===== config.mk =====
export PLATFORM = sky130hd
export DESIGN_NAME = synth_control_word_map
export DESIGN_NICKNAME = d
export VERILOG_FILES = /design/src/core/synth_control_word_map.v
export VERILOG_INCLUDE_DIRS = /design/src /design/src/core
export SDC_FILE = /design/constraint.sdc
export NUM_CORES = 1
export LEC_CHECK = 0
export ABC_CLOCK_PERIOD_IN_PS = 5800
export BUFFER_PORTS_ARGS = -buffer_cell sky130_fd_sc_hd__buf_2
export CAP_MARGIN = 15
export CORE_UTILIZATION = 25
export CTS_CLUSTER_SIZE = 25
export DETAILED_ROUTE_END_ITERATION = 7
export GPL_TIMING_DRIVEN = 0
export PLACE_DENSITY = 0.5
export SETUP_SLACK_MARGIN = 0.05
export SYNTH_ARGS = -nofsm -noshare
export SYNTH_HDL_FRONTEND = slang
export SYNTH_SLANG_ARGS = --single-unit
export TNS_END_PERCENT = 5

===== constraint.sdc =====
create_clock -name clk_i -period 5.8 [get_ports clk_i]
set_clock_uncertainty 0.2 [all_clocks]
set_input_delay 0.29 -clock clk_i [delete_from_list [all_inputs] [get_ports clk_i]]
set_output_delay 0.29 -clock clk_i [all_outputs]
set_load 0.005 [all_outputs]

===== src/core/synth_ctrl_regs.vh =====
// constants for the synthesizer control word map: address codes, field positions, reset values
// assumes 24-bit words shifted msb first, latched on the rising edge of the load strobe
// Functional notes
// - The quick-start values select a third-order modulator, a 12-bit modulus, no dithering and no fast-lock.
// - Lock needs only the first four words; the other four only tune spurs, noise and lock time.
// - Each word carries 20 payload bits above its address, except the main divider word with 23.
// - The main divider word is chosen by address bit 0 alone being zero.
// - In the main divider word, bits 12..1 are the low fraction and bits 23..13 the 11-bit N count.
// - The full numerator joins bits 13..4 from the extended-fraction word to the low 12 bits, gated by enable bit 1.
// - The main counter offers a 16/17/20/21 and a 32/33/36/37 quadruple-modulus prescaler.
// - The divide value is N = P*c + 4*b + a with P the base modulus of the chosen prescaler.
// - With the small prescaler, the spare upper bit b[2] of the b count is left to the modulator for its own modulation.
// - Words arrive msb first and the load strobe rising edge moves them into the addressed latch.
// - Bit 0 low selects the main word; odd codes 0011 to 1111 select words one to seven.
// - Writing the main word restarts the lock-detect and fast-lock counters without touching stored values.
// - Prescaler select 0 picks 16/17/20/21 and 1 picks 32/33/36/37.
`ifndef SYNTH_CTRL_REGS_VH
`define SYNTH_CTRL_REGS_VH
`define WORD_W 24
`define ADDR_W 4
`define PAYLOAD_W 20
`define MAIN_PAYLOAD_W 23
`define ADDR_WORD1 4'h3
`define ADDR_WORD2 4'h5
`define ADDR_WORD3 4'h7
`define ADDR_WORD4 4'h9
`define ADDR_WORD5 4'hB
`define ADDR_WORD6 4'hD
`define ADDR_WORD7 4'hF
`define N_COUNT_HI 23
`define N_COUNT_LO 13
`define FRAC_LO_HI 12
`define FRAC_LO_LO 1
`define ORDER_HI 15
`define ORDER_LO 14
`define RANDOMIZER_STRENGTH_HI 17
`define RANDOMIZER_STRENGTH_LO 16
`define PRESC_BIT 22
`define ACCESS_HI 23
`define ACCESS_LO 20
`define EXT_FRAC_BIT 1
`define FASTLOCK_BIT 3
`define FRAC_HI_HI 13
`define FRAC_HI_LO 4
`define P_SMALL 6'h10
`define P_LARGE 6'h20
// quick-start reset content of the main, denominator, access and modulator words
`define RST_WORD0 24'h000000
`define RST_WORD1 24'h000003
`define RST_WORD3 24'h000007
`define RST_WORD4 24'h10C709
`endif


===== src/core/synth_control_word_map.v =====
// synthesizer control word map: three-wire serial shifter, eight word latches, N divide decode
// assumes the host serial clock, data and load strobe are asynchronous pins sampled by clk_i
`timescale 1ns/1ps
`include "synth_ctrl_regs.vh"
module synth_control_word_map #(
  parameter SYNC_STAGES = 2
) (
  input wire clk_i, // 40 MHz core clock
  input wire reset_i, // async reset, active high
  input wire ser_clk_i, // host serial clock pin
  input wire ser_data_i, // host serial data pin
  input wire load_strobe_i, // load strobe pin
  output reg [10:0] main_n_count_o, // raw 11-bit N field
  output reg [21:0] main_frac_num_o, // full fractional numerator
  output reg [21:0] main_frac_den_o, // full fractional denominator
  output reg [5:0] main_ref_div_o, // reference divider
  output reg main_prescaler_sel_o, // 0 small, 1 large prescaler
  output reg main_powerdown_o, // main loop power-down bit
  output reg [3:0] main_pump_gain_o, // charge pump gain
  output reg [1:0] modulator_order_o, // modulator order code
  output reg [1:0] randomizer_strength_o, // dither strength
  output reg fastlock_en_o, // fast-lock enable
  output reg [11:0] main_divide_o, // computed divide value N
  output reg [1:0] spare_b_bit_o, // spare b[2] handed to modulator in bit 0, bit 1 zero
  output reg counters_restart_o, // one-cycle restart pulse
  output reg [7:0] word_loaded_o // sticky: word k written since reset
);
  // pin synchronisers: first stage read only by the second
  // bit 0 serial clock, bit 1 serial data, bit 2 load strobe
  reg [2:0] sync1_ff;
  reg [2:0] sync2_ff;
  reg sclk_prev_ff;
  reg le_prev_ff;
  always @(posedge clk_i or posedge reset_i) begin
    if (reset_i) begin
      sync1_ff <= 3'h0;
      sync2_ff <= 3'h0;
      sclk_prev_ff <= 1'h0;
      le_prev_ff <= 1'h0;
    end else begin
      sync1_ff <= {load_strobe_i, ser_data_i, ser_clk_i};
      sync2_ff <= sync1_ff;
      sclk_prev_ff <= sync2_ff[0];
      le_prev_ff <= sync2_ff[2];
    end
  end
  // edge history resets low, the idle level of both pins, so no false edge follows reset;
  // data needs no edge history and stays aligned with the serial clock path
  wire sclk_rise = sync2_ff[0] & ~sclk_prev_ff;
  wire le_rise = sync2_ff[2] & ~le_prev_ff;
  // msb-first shifter; the last 24 bits before the strobe form the word
  // extra bits fall off the top, so an overlong frame keeps only its last 24 bits
  reg [`WORD_W-1:0] shift_ff;
  always @(posedge clk_i or posedge reset_i) begin
    if (reset_i) begin
      shift_ff <= 24'h000000;
    end else if (sclk_rise) begin
      shift_ff <= {shift_ff[`WORD_W-2:0], sync2_ff[1]};
    end
  end
  // address decode: bit 0 low wins before any upper bits are looked at
  // every odd code maps to exactly one latch, so no strobe is ever lost
  wire [3:0] addr = shift_ff[`ADDR_W-1:0];
  reg [7:0] sel;
  always @* begin
    sel = 8'h00;
    if (!addr[0]) begin
      sel[0] = 1'b1;
    end else if (addr == `ADDR_WORD1) begin
      sel[1] = 1'b1;
    end else if (addr == `ADDR_WORD2) begin
      sel[2] = 1'b1;
    end else if (addr == `ADDR_WORD3) begin
      sel[3] = 1'b1;
    end else if (addr == `ADDR_WORD4) begin
      sel[4] = 1'b1;
    end else if (addr == `ADDR_WORD5) begin
      sel[5] = 1'b1;
    end else if (addr == `ADDR_WORD6) begin
      sel[6] = 1'b1;
    end else begin
      sel[7] = 1'b1;
    end
  end
  // eight word latches; reset to quick-start content so lock needs only words 0..3
  reg [`WORD_W-1:0] word_ff [0:7];
  genvar gi;
  generate
    for (gi = 0; gi < 8; gi = gi + 1) begin : g_word
      // words with no quick-start value come up zero and need a host write before use
      localparam [`WORD_W-1:0] RST_VAL = (gi == 0) ? `RST_WORD0 :
        (gi == 1) ? `RST_WORD1 :
        (gi == 3) ? `RST_WORD3 :
        (gi == 4) ? `RST_WORD4 : 24'h000000;
      always @(posedge clk_i or posedge reset_i) begin
        if (reset_i) begin
          word_ff[gi] <= RST_VAL;
        end else if (le_rise && sel[gi]) begin
          word_ff[gi] <= shift_ff;
        end
      end
    end
  endgenerate
  // sticky record of which words were written
  always @(posedge clk_i or posedge reset_i) begin
    if (reset_i) begin
      word_loaded_o <= 8'h00;
    end else if (le_rise) begin
      word_loaded_o <= word_loaded_o | sel;
    end
  end
  // restart pulse for lock-detect and fast-lock counters; stored values untouched
  always @(posedge clk_i or posedge reset_i) begin
    if (reset_i) begin
      counters_restart_o <= 1'b0;
    end else begin
      counters_restart_o <= le_rise & sel[0];
    end
  end
  // latch views; the payload is 23 bits in word 0 and 20 bits in the rest
  wire [`WORD_W-1:0] w0 = word_ff[0];
  wire [`WORD_W-1:0] w1 = word_ff[1];
  wire [`WORD_W-1:0] w3 = word_ff[3];
  wire [`WORD_W-1:0] w4 = word_ff[4];
  wire [`WORD_W-1:0] w5 = word_ff[5];

  // word 0: N count above the low numerator; bit 0 is the address and carries no data
  wire [10:0] n_raw = w0[`N_COUNT_HI:`N_COUNT_LO];
  wire [11:0] fn_lo = w0[`FRAC_LO_HI:`FRAC_LO_LO];

  // word 1: power-down, prescaler select, reference divider, low denominator
  wire w1_powerdown = w1[23];
  wire presc = w1[`PRESC_BIT];
  wire [5:0] w1_ref_div = w1[21:16];
  wire [11:0] fd_lo = w1[15:4];

  // word 3: access enables above the pump gain
  wire [3:0] access = w3[`ACCESS_HI:`ACCESS_LO];
  wire [3:0] w3_pump_gain = w3[19:16];
  wire ext_en = access[`EXT_FRAC_BIT]; // one enable gates both upper parts
  wire fastlock_en = access[`FASTLOCK_BIT];

  // word 4: modulator order and dither strength
  wire [1:0] order_code = w4[`ORDER_HI:`ORDER_LO];
  wire [1:0] randomizer_strength_code = w4[`RANDOMIZER_STRENGTH_HI:`RANDOMIZER_STRENGTH_LO];

  // word 5: upper numerator and denominator, zero unless the extension is enabled,
  // so a stale word 5 cannot skew a 12-bit setup
  wire [9:0] fn_hi = ext_en ? w5[`FRAC_HI_HI:`FRAC_HI_LO] : 10'h000;
  wire [9:0] fd_hi = ext_en ? w5[23:14] : 10'h000;

  // N splits into c (6 bits), b (3 bits) and a (2 bits)
  wire [5:0] c_cnt = n_raw[10:5];
  wire [2:0] b_cnt = n_raw[4:2];
  wire [1:0] a_cnt = n_raw[1:0];

  // the small prescaler only needs b[1:0]; b[2] is left spare for the modulator
  wire [5:0] p_base = presc ? `P_LARGE : `P_SMALL;
  wire [2:0] b_eff = presc ? b_cnt : {1'b0, b_cnt[1:0]};
  wire spare_b = ~presc & b_cnt[2];

  // N = P*c + 4*b + a; 12 bits hold the largest value, 63*32 + 28 + 3
  // an illegal N is still computed: keeping N in range is the host's duty
  wire [11:0] c_term = c_cnt * p_base;
  wire [11:0] b_term = {7'h00, b_eff, 2'h0};
  wire [11:0] a_term = {10'h000, a_cnt};
  wire [11:0] nxt_divide = c_term + b_term + a_term;

  // N count, divide value and spare b bit follow word 0 one cycle after the latch
  always @(posedge clk_i or posedge reset_i) begin
    if (reset_i) begin
      main_n_count_o <= 11'h000;
      main_divide_o <= 12'h000;
      spare_b_bit_o <= 2'h0;
    end else begin
      main_n_count_o <= n_raw;
      main_divide_o <= nxt_divide;
      spare_b_bit_o <= {1'b0, spare_b};
    end
  end

  // full numerator and denominator: upper parts from word 5, lower from words 0 and 1
  always @(posedge clk_i or posedge reset_i) begin
    if (reset_i) begin
      main_frac_num_o <= 22'h000000;
      main_frac_den_o <= 22'h000000;
    end else begin
      main_frac_num_o <= {fn_hi, fn_lo};
      main_frac_den_o <= {fd_hi, fd_lo};
    end
  end

  // word 1 fields; the prescaler select also steers the divide value above
  always @(posedge clk_i or posedge reset_i) begin
    if (reset_i) begin
      main_powerdown_o <= 1'b0;
      main_prescaler_sel_o <= 1'b0;
      main_ref_div_o <= 6'h00;
    end else begin
      main_powerdown_o <= w1_powerdown;
      main_prescaler_sel_o <= presc;
      main_ref_div_o <= w1_ref_div;
    end
  end

  // word 3 fields; fast-lock stays off until the host sets its enable
  always @(posedge clk_i or posedge reset_i) begin
    if (reset_i) begin
      main_pump_gain_o <= 4'h0;
      fastlock_en_o <= 1'b0;
    end else begin
      main_pump_gain_o <= w3_pump_gain;
      fastlock_en_o <= fastlock_en;
    end
  end

  // word 4 fields; quick-start content gives third order and no dither
  always @(posedge clk_i or posedge reset_i) begin
    if (reset_i) begin
      modulator_order_o <= 2'h0;
      randomizer_strength_o <= 2'h0;
    end else begin
      modulator_order_o <= order_code;
      randomizer_strength_o <= randomizer_strength_code;
    end
  end
endmodule


==> reports/results.tsv <==
metric	value	unit
status	finished, violations left	
violations	design-rule violations	
hpwlAfterDp	8680	um
p_int	2.46	mW
wirelength	12700	um
synth_area	0.00670	sq mm
ant_nets	0	
finalCritPeriodShare	46.6	%
place_congestion	0.714	
final_nets	533	
post-route-util	31.9	%
cts_resized	0	
port_buffers	98	
maxSlewViolCount	0	
synth_area_leaders	dfrtp_1 72%, mux2_2 16%, ha_1 2.2%	
cts_buffers	17	
ir_drop	0.141	mV
required	5910	ps
synthCells	387	
clkSlewWorstSetupHoldPaths	70	ps
hold_class	flop to flop	
drtIter0Drc	245	
tns	0	ps
insertion_delay	420	ps
pwr_density_cell	391	mW/mm^2
p_sw_share	24.7	%
area_growth	24.6	%
p_switching	0.806	mW
arrival	2810	ps
grt_max_degree	45	
die_y	166	um
first_global_vias	3716	
wl_per_cell	14.7	um
grt_antenna_before_repair	0	
seq_area_frac_synth	72.8	%
core_area	0.0262	sq mm
final_cell_count_no_fill	864	
cts_buffer_depth	2	
min_period	2700	ps
clkPwrFrac	36.5	%
power_frac_seq	52.6	%
p_comb_share	10.9	%
r2r_slack	3100	ps
yosysTopAreaCellShare	72.0	%
maxSlewHeadroom	58.0	%
clock_sinks	195	
tritoncts	done	
hold-worst-slack	152	ps
yosysWarnings	0	
grt_pass1_wl	21100	um
synth_top_area_cell	dfrtp_1	
io_pins	100	
start_util	25.6	%
dpl.cell_count	828	
setup_viol	0	
power	3.27	mW
postSynthAreaPerCell	17.3	sq um
drcViolationCount	20	
grt_usage	9.98	%
cellLeakagePower	4.38	nW
htree_levels	4	
critPathKind	flop to flop	
cp-start-kind	flop	
n_antenna_cell	0	
netlist-cell-type-count	31	
max_freq	370	MHz
via_count	3425	
path_max_fanout	10	
die_w	166	um
drive_gt1_share	48.6	%
overflow	0	
clockRootBuffer	clkbuf_16	
cp-end-kind	flop	
hold_viol	0	
rows	59	
via_per_inst	3.96	
first_pass_iters	6	
ys_ff_latch	195	
rsz0062_at_grt	false	
maxCapViolations	0	
dieArea	0.0275	sq mm
tightest_slew	629	ps
## worst paths after layout
| kind | start | end | cells after the start |
|---|---|---|---|
| max | w1[22] | main_divide_o[9] | 7 |
| min | sync1_ff[1] | sync2_ff[1] | 0 |
| max reg2reg | w1[22] | main_divide_o[9] | 7 |
| min reg2reg | sync1_ff[1] | sync2_ff[1] | 0 |
| max in group asynchronous | reset_i | main_frac_num_o[14] | 5 |
| min in group asynchronous | reset_i | w1[16] | 3 |
## registers in the layout, summed over array words and instances (netlist names), 2 cells and up
name and flops:
w5 20, w0 23, modulator_order_o 2, main_ref_div_o 6, word_loaded_o 8, randomizer_strength_o 2, shift_ff 24, sync2_ff 3
main_n_count_o 7, w4 4, main_frac_num_o 22, main_frac_den_o 22, w3 6, w1 20, main_pump_gain_o 4, main_divide_o 12
sync1_ff 3
## final cells by class
cell class	count	area (sq um)
clock buffers	20	457
well taps	335	419
fillers	2590	17900
clock inverters	12	146
multi-input cells	174	1690
flip-flops and latches	195	4880
plain buffers	20	136
inverters	2	11.3
repair buffers	106	611
## cells in the final DEF (no fill, tap or decap), types with 3 or more instances in the layout
cell and instances:
or2_2 3, clkbuf_16 17, nor2b_1 4, buf_12 4
buf_4 7, xnor2_1 3, dfrtp_1 193, ha_1 12
dlygate4sd3_1 4, conb_1 5, buf_6 4, clkinvlp_4 3
clkbuf_1 6, nand2b_1 3, nand2_1 3, clkinv_4 3
mux2_2 98, buf_2 102, and2_1 22
## per-stage QoR
step	setup WS, ps	area (sq um)
after detailed placement	3100	7710
after CTS	3080	8360
after floorplan	2790	6720
final	3100	8360
after global placement	1780	7630
after global routing	2980	8360
## critical path, cell delays in order, from the launching register on
cell and delay, ps:
dfrtp_1 370, buf_2 240, mux2_2 360, ha_1 290, ha_1 310, ha_1 320
ha_1 340, xor2_1 160
## cells in the mapped netlist, drive strengths merged
cell type  count
and4bb         1
and2          22
conb           1
nor2           2
nand3b         1
nand2b         3
dfstp          2
nand2          3
inv            2
xnor2          3
a31o           2
a21oi          1
a211o          1
o21ai          2
mux2         100
buf           15
dfrtp        193
or2            3
and3           2
ha            12
nand4          1
nor2b          4
clkbuf         5
mux2i          1
xor2           2
and4b          1
nor3b          2
## logic make-up (layout without fill, tap and decap cells)
| logic type | Yosys count | count (layout) | synth area share, % |
|---|---|---|---|
| flip-flops | 195 | 195 | 72.8 |
| multiplexers | 101 | 101 | 16.9 |
| AND/OR/NAND/NOR | 45 | 45 | 4.52 |
| buffers and inverters | 22 | 160 | 2.15 |
| adder cells (fa/ha/maj) | 12 | 12 | 2.24 |
| AO/OA/AOI/OAI | 6 | 6 | 0.616 |
| XOR/XNOR | 5 | 5 | 0.653 |
| other | 1 | 5 | 0.0559 |
## routing by layer
layer / GRT usage [%] / up-vias / part of all wire, %
li1: - / 1565 / -
met1: 12.6 / 1770 / 46
met2: 15.8 / 78 / 47
met3: 3.55 / 12 / 5.7
met4: 3.66 / 0 / 1.5
met5: 0 / - / 0
## repair_timing
action / 4_1_cts / 5_1_grt
setup buffers: 0 / 0
hold buffers: 4 / 0
hold endpoints to repair: 25 / 0
## power groups by stage
stage	sequential [mW]	combinational (mW)	clock, mW
3_5_place_dp	1.75	0.363	0
4_1_cts	1.73	0.367	1.24
2_1_floorplan	1.72	0.203	0
3_3_place_gp	1.74	0.348	0
6_report	1.72	0.356	1.19
5_1_grt	1.76	0.394	1.30
Power figures use the tool's default switching activity.
